File: src/common/ovrd_pkg.sv
// overrange detector package: register map, field layout, reset values,
// timing counts, link modes and the packed carriers shared by the design.
// assumes a 32-bit apb register bus and 12-bit two's complement samples.
package ovrd_pkg;

	// ----------------------------------------------------------------
	// data widths
	// ----------------------------------------------------------------
	localparam int SAMPLE_W   = 12;  // converter sample width
	localparam int CMP_W      = 8;   // magnitude bits compared
	localparam int DEC_W      = 16;  // decimated output word width
	localparam int NFLAG      = 4;   // two thresholds on two channels
	localparam int SEL_W      = 3;   // flag_hold_length_select width
	localparam int HOLD_CNT_W = 11;  // holds up to 1024 cycles
	localparam int WIN_CNT_W  = 9;   // holds up to 256 samples
	localparam int HOLD_BASE  = 8;   // hold length at select 0, cycles

	// ----------------------------------------------------------------
	// register map, byte addresses
	// ----------------------------------------------------------------
	localparam logic [11:0] OFS_CTRL       = 12'h000;
	localparam logic [11:0] OFS_STATUS     = 12'h004;
	localparam logic [11:0] OFS_INT_STATUS = 12'h008;
	localparam logic [11:0] OFS_INT_MASK   = 12'h00C;

	// control register field positions
	localparam int CTRL_THR_HI_LSB = 0;
	localparam int CTRL_THR_LO_LSB = 8;
	localparam int CTRL_HOLD_LSB   = 16;
	localparam int CTRL_MODE_LSB   = 20;
	localparam int CTRL_SINGLE_BIT = 24;
	localparam int CTRL_FGCAL_BIT  = 25;
	localparam int CTRL_BGCAL_BIT  = 26;
	localparam logic [31:0] CTRL_WMASK = 32'h0737_FFFF;

	// status register field positions
	localparam int STAT_LIVE_LSB = 0;
	localparam int STAT_EMB_LSB  = 4;

	// reset values
	localparam logic [31:0] CTRL_RST = 32'h0000_FFFF;
	localparam logic [3:0]  MASK_RST = 4'h0;

	// flag vector index
	localparam int FLG_A_HI = 0;
	localparam int FLG_A_LO = 1;
	localparam int FLG_B_HI = 2;
	localparam int FLG_B_LO = 3;

	// ----------------------------------------------------------------
	// types
	// ----------------------------------------------------------------
	typedef enum logic [1:0] {
		OVRD_EMB_OFF,
		OVRD_EMB_COMPLEX,
		OVRD_EMB_REAL,
		OVRD_EMB_RSVD
	} ovrd_link_mode_t;

	typedef struct packed {
		logic [SAMPLE_W-1:0] b;
		logic [SAMPLE_W-1:0] a;
	} ovrd_samples_t;

	typedef struct packed {
		logic [DEC_W-1:0] b;
		logic [DEC_W-1:0] a;
	} ovrd_dec_t;

	typedef struct packed {
		logic b_low;
		logic b_high;
		logic a_low;
		logic a_high;
	} ovrd_flags_t;

endpackage

File: src/rtl/ovrd_stretch.sv
// overrange detector: one flag pulse stretcher.
// assumes hit and hold_len are synchronous to pclk; hold_len is at least 1.
`timescale 1ns/10ps
`default_nettype none

module ovrd_stretch #(
	parameter int HOLD_CNT_W = 11
) (
	input  wire logic                  pclk,     // device clock
	input  wire logic                  presetn,  // async reset, active low
	input  wire logic                  ce,       // clock enable
	input  wire logic                  hit,      // overrange seen this cycle
	input  wire logic [HOLD_CNT_W-1:0] hold_len, // pulse length in cycles
	output logic                       flag      // stretched flag
);

	logic [HOLD_CNT_W-1:0] cnt_q;
	logic [HOLD_CNT_W-1:0] cnt_d;
	logic                  flag_q;
	logic                  flag_d;

	// --------------------------------------------------------------
	// hold counter
	// --------------------------------------------------------------
	// reload on every hit, count down after the last one
	always_comb begin
		cnt_d  = cnt_q;
		flag_d = 1'b0;
		if (hit) begin
			cnt_d  = HOLD_CNT_W'(hold_len - 1'b1);
			flag_d = 1'b1;
		end else if (cnt_q != '0) begin
			cnt_d  = HOLD_CNT_W'(cnt_q - 1'b1);
			flag_d = 1'b1;
		end
	end

	// register the counter and the flag
	always_ff @(posedge pclk or negedge presetn) begin
		if (!presetn) begin
			cnt_q  <= '0;
			flag_q <= 1'b0;
		end else if (ce) begin
			cnt_q  <= cnt_d;
			flag_q <= flag_d;
		end
	end

	assign flag = flag_q;

endmodule

`default_nettype wire

File: src/rtl/ovrd_top.sv
// overrange detector top: magnitude compare, flag stretch, embedding, apb regs.
// assumes all inputs synchronous to pclk and an apb master on the bus.
//
// Overview of operation
// - each 12-bit sample: take magnitude, compare its upper 8 bits to two thresholds
// - flag is 1 if magnitude reached its threshold within the period, else 0
// - both channels use the same two threshold settings
// - most negative sample saturates to 2047, upper bits 255
// - each channel drives a high-threshold flag and a low-threshold flag
// - flag stays set 8 times two to the select cycles after last event
// - flags embedded in output words only in decimating one-control-bit modes
// - complex: in-phase lsb carries high flag, quadrature lsb carries low flag
// - real: even samples carry high flag, odd samples carry low flag
// - embedding window is 2^select samples complex, twice that real
// - codes are signed two's complement, sign follows input polarity
// - dual takes one sample per edge, single takes two per clock
// - foreground calibration stops sampling, background keeps converting
//
// Chosen here: the address map and the APB slave port.
`timescale 1ns/10ps
`default_nettype none

module ovrd_top #(
	parameter int HOLD_BASE = ovrd_pkg::HOLD_BASE
) (
	input  wire logic                  pclk,          // device clock
	input  wire logic                  presetn,       // async reset, active low
	input  wire logic                  ce,            // clock enable
	input  wire logic [11:0]           paddr,         // apb address
	input  wire logic                  psel,          // apb select
	input  wire logic                  penable,       // apb enable
	input  wire logic                  pwrite,        // apb direction
	input  wire logic [31:0]           pwdata,        // apb write data
	input  wire logic [3:0]            pstrb,         // apb byte strobes
	output logic [31:0]                prdata,        // apb read data
	output logic                       pready,        // apb ready
	output logic                       pslverr,       // apb error
	input  wire logic                  samp_valid,    // converter samples valid
	input  wire ovrd_pkg::ovrd_samples_t samp,        // channel a and b samples
	input  wire logic                  dec_valid,     // decimated words valid
	input  wire logic                  dec_iq,        // 0 in-phase, 1 quadrature
	input  wire ovrd_pkg::ovrd_dec_t   dec_in,        // decimated words in
	output logic                       dec_out_valid, // words out valid
	output ovrd_pkg::ovrd_dec_t        dec_out,       // words with embedded flags
	output ovrd_pkg::ovrd_flags_t      ovr_flags,     // stretched flag outputs
	output logic                       irq            // level interrupt
);

	import ovrd_pkg::*;

	// ----------------------------------------------------------------
	// elaboration checks
	// ----------------------------------------------------------------
	if (HOLD_BASE < 1 || (HOLD_BASE << 7) >= (1 << HOLD_CNT_W)) begin : g_chk
		$error("hold base does not fit the hold counter");
	end

	// ----------------------------------------------------------------
	// register state
	// ----------------------------------------------------------------
	logic [31:0]      ctrl_q;
	logic [31:0]      ctrl_d;
	logic [NFLAG-1:0] int_stat_q;
	logic [NFLAG-1:0] int_stat_d;
	logic [NFLAG-1:0] int_mask_q;
	logic [NFLAG-1:0] int_mask_d;
	logic [NFLAG-1:0] flag_prev_q;
	logic             irq_q;
	logic             irq_d;
	logic             pready_q;
	logic             pready_d;
	logic             pslverr_q;
	logic             pslverr_d;
	logic [31:0]      prdata_q;
	logic [31:0]      prdata_d;

	// decoded control fields
	logic [CMP_W-1:0]   thr_hi;
	logic [CMP_W-1:0]   thr_lo;
	logic [SEL_W-1:0]   hold_sel;
	ovrd_link_mode_t    link_mode_select;
	logic               single_chan;
	logic               fg_cal;
	logic               emb_on;

	assign thr_hi           = ctrl_q[CTRL_THR_HI_LSB +: CMP_W];
	assign thr_lo           = ctrl_q[CTRL_THR_LO_LSB +: CMP_W];
	assign hold_sel         = ctrl_q[CTRL_HOLD_LSB +: SEL_W];
	assign link_mode_select = ovrd_link_mode_t'(ctrl_q[CTRL_MODE_LSB +: 2]);
	assign single_chan      = ctrl_q[CTRL_SINGLE_BIT];
	assign fg_cal           = ctrl_q[CTRL_FGCAL_BIT];
	// embedding only in dual-channel decimating modes
	assign emb_on           = !single_chan && (link_mode_select == OVRD_EMB_COMPLEX ||
	                          link_mode_select == OVRD_EMB_REAL);

	// ----------------------------------------------------------------
	// magnitude compare
	// ----------------------------------------------------------------
	// saturating magnitude, upper bits below the sign
	function automatic logic [CMP_W-1:0] mag_top(input logic [SAMPLE_W-1:0] s);
		logic [SAMPLE_W-1:0] m;
		m = s[SAMPLE_W-1] ? SAMPLE_W'(~s + 1'b1) : s;
		if (s == {1'b1, {(SAMPLE_W-1){1'b0}}}) begin
			m = {1'b0, {(SAMPLE_W-1){1'b1}}};
		end
		return m[SAMPLE_W-2 -: CMP_W];
	endfunction

	logic                  samp_ok;
	logic [NFLAG-1:0]      hit;
	logic [NFLAG-1:0]      flag_w;
	logic [HOLD_CNT_W-1:0] hold_len;

	// foreground calibration takes the converter offline
	assign samp_ok  = samp_valid && !fg_cal;
	assign hold_len = HOLD_CNT_W'(HOLD_BASE) << hold_sel;

	// one compare pair and two stretchers per channel; in single-channel
	// use lane a and lane b carry the two samples of each clock
	for (genvar ch = 0; ch < 2; ch++) begin : g_chan
		logic [CMP_W-1:0] mag;
		assign mag = mag_top(ch == 0 ? samp.a : samp.b);
		assign hit[2*ch]   = samp_ok && (mag >= thr_hi);
		assign hit[2*ch+1] = samp_ok && (mag >= thr_lo);
		for (genvar t = 0; t < 2; t++) begin : g_thr
			ovrd_stretch #(
				.HOLD_CNT_W (HOLD_CNT_W)
			) u_stretch (
				.pclk     (pclk),
				.presetn  (presetn),
				.ce       (ce),
				.hit      (hit[2*ch+t]),
				.hold_len (hold_len),
				.flag     (flag_w[2*ch+t])
			);
		end
	end

	// flag vector maps onto the named outputs
	assign ovr_flags = ovrd_flags_t'(flag_w);

	// ----------------------------------------------------------------
	// embedding window
	// ----------------------------------------------------------------
	logic [WIN_CNT_W-1:0] win_cnt_q;
	logic [WIN_CNT_W-1:0] win_cnt_d;
	logic [WIN_CNT_W-1:0] win_last;
	logic [NFLAG-1:0]     win_acc_q;
	logic [NFLAG-1:0]     win_acc_d;
	logic [NFLAG-1:0]     emb_q;
	logic [NFLAG-1:0]     emb_d;
	logic                 parity_q;
	logic                 parity_d;
	ovrd_dec_t            dec_q;
	ovrd_dec_t            dec_d;
	logic                 dec_v_q;
	logic                 dec_v_d;

	// last count of the window, real mode doubles the window length
	assign win_last = (link_mode_select == OVRD_EMB_REAL) ?
	                  WIN_CNT_W'((2 << hold_sel) - 1) :
	                  WIN_CNT_W'((1 << hold_sel) - 1);

	// gather hits over a window, publish at its end
	always_comb begin
		win_cnt_d = win_cnt_q;
		win_acc_d = win_acc_q;
		emb_d     = emb_q;
		if (!emb_on) begin
			win_cnt_d = '0;
			win_acc_d = '0;
			emb_d     = '0;
		end else if (samp_ok) begin
			if (win_cnt_q >= win_last) begin
				emb_d     = win_acc_q | hit;
				win_acc_d = '0;
				win_cnt_d = '0;
			end else begin
				win_acc_d = win_acc_q | hit;
				win_cnt_d = WIN_CNT_W'(win_cnt_q + 1'b1);
			end
		end
	end

	// pick the lsb of each outgoing word
	always_comb begin
		parity_d = parity_q;
		dec_d    = dec_q;
		dec_v_d  = dec_valid && !fg_cal;
		if (dec_valid && !fg_cal) begin
			dec_d = dec_in;
			if (emb_on && link_mode_select == OVRD_EMB_COMPLEX) begin
				dec_d.a[0] = dec_iq ? emb_q[FLG_A_LO] : emb_q[FLG_A_HI];
				dec_d.b[0] = dec_iq ? emb_q[FLG_B_LO] : emb_q[FLG_B_HI];
			end else if (emb_on) begin
				dec_d.a[0] = parity_q ? emb_q[FLG_A_LO] : emb_q[FLG_A_HI];
				dec_d.b[0] = parity_q ? emb_q[FLG_B_LO] : emb_q[FLG_B_HI];
			end
			parity_d = emb_on && (link_mode_select == OVRD_EMB_REAL) && !parity_q;
		end
		if (!emb_on) begin
			parity_d = 1'b0;
		end
	end

	// register window and output path
	always_ff @(posedge pclk or negedge presetn) begin
		if (!presetn) begin
			win_cnt_q <= '0;
			win_acc_q <= '0;
			emb_q     <= '0;
			parity_q  <= 1'b0;
			dec_q     <= '0;
			dec_v_q   <= 1'b0;
		end else if (ce) begin
			win_cnt_q <= win_cnt_d;
			win_acc_q <= win_acc_d;
			emb_q     <= emb_d;
			parity_q  <= parity_d;
			dec_q     <= dec_d;
			dec_v_q   <= dec_v_d;
		end
	end

	assign dec_out       = dec_q;
	assign dec_out_valid = dec_v_q;

	// ----------------------------------------------------------------
	// apb slave and registers
	// ----------------------------------------------------------------
	logic        acc;
	logic        commit;
	logic        mapped;
	logic [31:0] rd_mux;
	logic [31:0] bmask;
	logic [NFLAG-1:0] rise;

	// byte strobes widened to bit mask
	for (genvar b = 0; b < 4; b++) begin : g_strb
		assign bmask[8*b +: 8] = {8{pstrb[b]}};
	end

	assign acc    = psel && penable;
	assign commit = acc && pready_q && pwrite && mapped;
	assign mapped = (paddr == OFS_CTRL) || (paddr == OFS_STATUS) ||
	                (paddr == OFS_INT_STATUS) || (paddr == OFS_INT_MASK);
	assign rise   = flag_w & ~flag_prev_q;

	// read mux
	always_comb begin
		rd_mux = 32'h0000_0000;
		unique case (paddr)
			OFS_CTRL:       rd_mux = ctrl_q;
			OFS_STATUS: begin
				rd_mux[STAT_LIVE_LSB +: NFLAG] = flag_w;
				rd_mux[STAT_EMB_LSB +: NFLAG]  = emb_q;
			end
			OFS_INT_STATUS: rd_mux[NFLAG-1:0] = int_stat_q;
			OFS_INT_MASK:   rd_mux[NFLAG-1:0] = int_mask_q;
			default:        rd_mux = 32'h0000_0000;
		endcase
	end

	// bus handshake, register writes and sticky events
	always_comb begin
		pready_d   = acc && !pready_q;
		pslverr_d  = acc && !pready_q && !mapped;
		prdata_d   = (acc && !pready_q && !pwrite) ? rd_mux : 32'h0000_0000;
		ctrl_d     = ctrl_q;
		int_mask_d = int_mask_q;
		int_stat_d = int_stat_q;
		if (commit && paddr == OFS_CTRL) begin
			ctrl_d = (ctrl_q & ~(bmask & CTRL_WMASK)) | (pwdata & bmask & CTRL_WMASK);
		end
		if (commit && paddr == OFS_INT_MASK && pstrb[0]) begin
			int_mask_d = pwdata[NFLAG-1:0];
		end
		if (commit && paddr == OFS_INT_STATUS && pstrb[0]) begin
			int_stat_d = int_stat_q & ~pwdata[NFLAG-1:0];
		end
		// set wins over a clear in the same cycle
		int_stat_d = int_stat_d | rise;
		irq_d      = |(int_stat_q & int_mask_q);
	end

	// register the bus and control state
	always_ff @(posedge pclk or negedge presetn) begin
		if (!presetn) begin
			ctrl_q      <= CTRL_RST;
			int_mask_q  <= MASK_RST;
			int_stat_q  <= '0;
			flag_prev_q <= '0;
			irq_q       <= 1'b0;
			pready_q    <= 1'b0;
			pslverr_q   <= 1'b0;
			prdata_q    <= 32'h0000_0000;
		end else if (ce) begin
			ctrl_q      <= ctrl_d;
			int_mask_q  <= int_mask_d;
			int_stat_q  <= int_stat_d;
			flag_prev_q <= flag_w;
			irq_q       <= irq_d;
			pready_q    <= pready_d;
			pslverr_q   <= pslverr_d;
			prdata_q    <= prdata_d;
		end
	end

	assign prdata  = prdata_q;
	assign pready  = pready_q;
	assign pslverr = pslverr_q;
	assign irq     = irq_q;

endmodule

`default_nettype wire

File: config.mk
export PLATFORM = sky130hd
export DESIGN_NAME = ovrd_top
export DESIGN_NICKNAME = d
export VERILOG_FILES = /design/src/common/ovrd_pkg.sv /design/src/rtl/ovrd_stretch.sv /design/src/rtl/ovrd_top.sv
export SDC_FILE = /design/constraint.sdc
export NUM_CORES = 1
export LEC_CHECK = 0
export BUFFER_PORTS_ARGS = -buffer_cell sky130_fd_sc_hd__buf_2
export CORE_UTILIZATION = 30
export DETAILED_ROUTE_END_ITERATION = 10
export SKIP_LAST_GASP = 1
export SYNTH_ARGS = -nofsm -noshare
export SYNTH_HDL_FRONTEND = slang
export SYNTH_SLANG_ARGS = --single-unit
File: constraint.sdc
create_clock -name pclk -period 3.7 [get_ports pclk]
set_input_delay 0.185 -clock pclk [delete_from_list [all_inputs] [get_ports pclk]]
set_output_delay 0.185 -clock pclk [all_outputs]
set_load 0.01 [all_outputs]
==> reports/qor.yml <==
grt.total_usage_pct: 16.6
synthCells: 935
fillers: 2940
synthArstFlopShare_pct: 100
syn_area_um2: 9260
ir_worst_vdd_mv: 0.300
cts_tree: "built"
combPwrFrac_pct: 18.2
r2r_cells: 17
leakage_nw: 5.49
hold_class: "primary input to flip-flop"
p_total_mw: 4.80
ys_seq_area_share_pct: 44.0
ant_nets: 0
seq_power_share_pct: 43.4
skew_ps: 14.9
grt_pass1_wl_mm: 40.8
wl_mm: 25.2
crit_path_end_kind: "flip-flop"
slew_viol_final: 0
worst-path-max-fanout: 6
power.density_nw_per_um2: 404
ys_seq_elements: 162
rsz0062_at_grt: "no"
antenna_found_initial: 1
dr_total_vias: 7896
dr.pass1.iters: 5
initial_core_util_pct: 30.8
fin_util_pct: 39.6
antenna_cells: 0
clock_power_share_pct: 38.5
final_nets: 1341
clkSinkCount: 162
cp.required_ps: 4010
setup_viol: 0
status: "complete, no violations"
area_growth_pct: 28.3
place_hpwl_mm: 18.4
root_buffer: "clkbuf_16"
drive_gt1_share_pct: 30.3
drt_iter0_drc: 473
rows: 63
hold_viol: 0
ctsLongestPathBuffers: 2
max_freq_mhz: 287
io-pin-count: 185
clkTransAtPathRegs_ps: 60
postCtsSetupBuffers: 0
design.core.area_um2: 30000
grt_start_max_net_pins: 95
switching_share_pct: 28.7
finalCritPeriodShare_pct: 94.2
grt_pass1_vias: 7834
power_switching_mw: 1.38
synth-main-ff-cell: "dfrtp_1"
gp_congestion: 0.817
yosys_warnings: 0
synth_area_per_cell_um2: 9.91
port-buffer-count: 168
p_int_mw: 3.43
avgRoutedWirePerCell_um: 16.0
maxCapViolations: 0
synth_edf_count: 0
hold_depth: 2
worstSkewPairLatency_ps: 430
min_period_ps: 3490
cp.arrival_ps: 3800
via_per_inst: 5.00
post-route-drc-count: 0
die-area_um2: 31600
slew_headroom_pct: 39.1
cp-start-kind: "primary input"
max_slew.worst_pin.slew_ps: 912
ys_types: 78
ctsHtreeMaxLevel: 4
criticalPathCategory: "primary input to flip-flop"
tritoncts.num_buffers: 17
overflow: 0
die_y_um: 178
die_w_um: 178
==> metal layers <==
metal / GRT usage [%] / vias up / share of wire [%]
li1: - / 3834 / -
met1: 22.3 / 3783 / 46
met2: 26.4 / 247 / 46
met3: 3.45 / 30 / 6.0
met4: 5.27 / 2 / 1.7
met5: 0 / - / 0.052
==> through the flow <==
stage	instances	setup WS (ps)	setup TNS, ps	hold WS (ps)	area [um^2]
after floorplan	942	67.9	0	-111	9290
after global placement	1502	-143	-1250	356	10800
after detailed placement	1502	-214	-2240	351	10800
after CTS	1580	159	0	6.96	11900
after global routing	1580	23.5	0	9.31	11900
final	1580	215	0	17.2	11900
==> worst max-delay path, cell delays in order <==
cell,delay (ps)
buf_2,100
or4_4,530
or3_4,340
or4_4,460
nor2_4,140
a31oi_1,130
ha_1,280
nand2b_1,130
a2111oi_0,550
o31ai_2,210
nand2_1,190
mux2_2,350
o22a_1,190
==> cell type report <==
| type | instances | area (um^2) | share of cell area (%) |
|---|---|---|---|
| Clock inverter | 13 | 176 | 1.48 |
| Multi-Input combinational cell | 662 | 4700 | 39.6 |
| Clock buffer | 19 | 433 | 3.64 |
| Timing Repair Buffer | 272 | 1780 | 15.0 |
| Sequential cell | 162 | 4070 | 34.3 |
| Tap cell | 390 | 488 | 4.11 |
| Inverter | 62 | 233 | 1.96 |
==> worst paths after layout <==
path                       slack (ps)                                           endpoint                 from
max                               210  g_chan[1].g_thr[0].u_stretch.cnt_q[7]$_DFFE_PN0P_             samp[12]
min                                20                                          flip-flop            pwdata[7]
max reg2reg                       300                           win_cnt_q[4]$_DFFE_PN0P_            flip-flop
min reg2reg                       480                                pslverr$_DFFE_PN0P_  pslverr$_DFFE_PN0P_
max in group asynchronous        2430                         asynchronous set/reset pin              presetn
min in group asynchronous         400                            dec_out[27]$_DFFE_PN0P_              presetn
==> timing repair <==
action,CTS,global route
hold endpoints to repair,134,0
hold buffers,46,0
resized for setup,0,8
setup endpoints to repair,0,14
==> synthesized netlist by cell type (5+ instances only) <==
library cell  instances  area (um^2)
nand3_1              17         85.1
a31oi_1              11         68.8
buf_2                11         55.1
a22o_1               19          166
o31a_1                6         52.6
a21o_1                7         52.6
inv_1                62          233
mux2i_1               8         80.1
nor3_1               19         95.1
o21ai_0              61          305
a22oi_1               9         67.6
o22ai_1               5         31.3
dfrtp_1             146         3650
o22a_1                6         52.6
mux2_2               61          687
xor2_1               13          114
ha_1                 51          638
dfstp_2              16          420
clkbuf_1             27          101
buf_4                15          113
o21a_1               11         82.6
a21oi_1              52          260
nor4_1                9         56.3
o31ai_1              14          105
and3_1                8         50.1
and2_1                7         43.8
nand2b_1             12         75.1
or3_1                 8         50.1
nor2_1               61          229
o2bb2ai_1             6         52.6
xnor2_1               7         61.3
nand2_1              82          308
==> cell families after synthesis <==
kind of cell    after synthesis  synth area share [%]
fa+ha+maj                    51                  6.89
flops                       162                  44.0
mux                          73                  9.25
simple gates                262                  14.2
compound gates              248                  18.0
buf+inv                     118                  5.70
xor+xnor                     20                  1.89
other cells                   1                0.0405
==> cells in the final DEF (no fill, tap or decap), types with 9 or more instances in the layout <==
| master | count |
|---|---|
| a22oi_1 | 9 |
| a31oi_1 | 11 |
| o31ai_1 | 14 |
| buf_2 | 167 |
| nand2b_1 | 12 |
| dlygate4sd3_1 | 46 |
| o21ai_0 | 58 |
| o21a_1 | 11 |
| clkbuf_16 | 17 |
| nor2_1 | 60 |
| xor2_1 | 13 |
| mux2_2 | 61 |
| nand3_1 | 17 |
| buf_4 | 55 |
| a22o_1 | 19 |
| inv_1 | 62 |
| a21oi_1 | 52 |
| dfstp_2 | 16 |
| nor3_1 | 18 |
| nor4_1 | 9 |
| nand2_1 | 82 |
| ha_1 | 50 |
| dfrtp_1 | 146 |
==> power by group through the flow <==
stage	Sequential [mW]	Clock, mW	Combinational, mW
after global placement	2.10	0	0.807
after floorplan	2.10	0	0.501
after detailed placement	2.11	0	0.834
after CTS	2.08	1.88	0.875
after global routing	2.11	1.95	0.973
final	2.08	1.85	0.872
(Power assumes the default switching activity.)
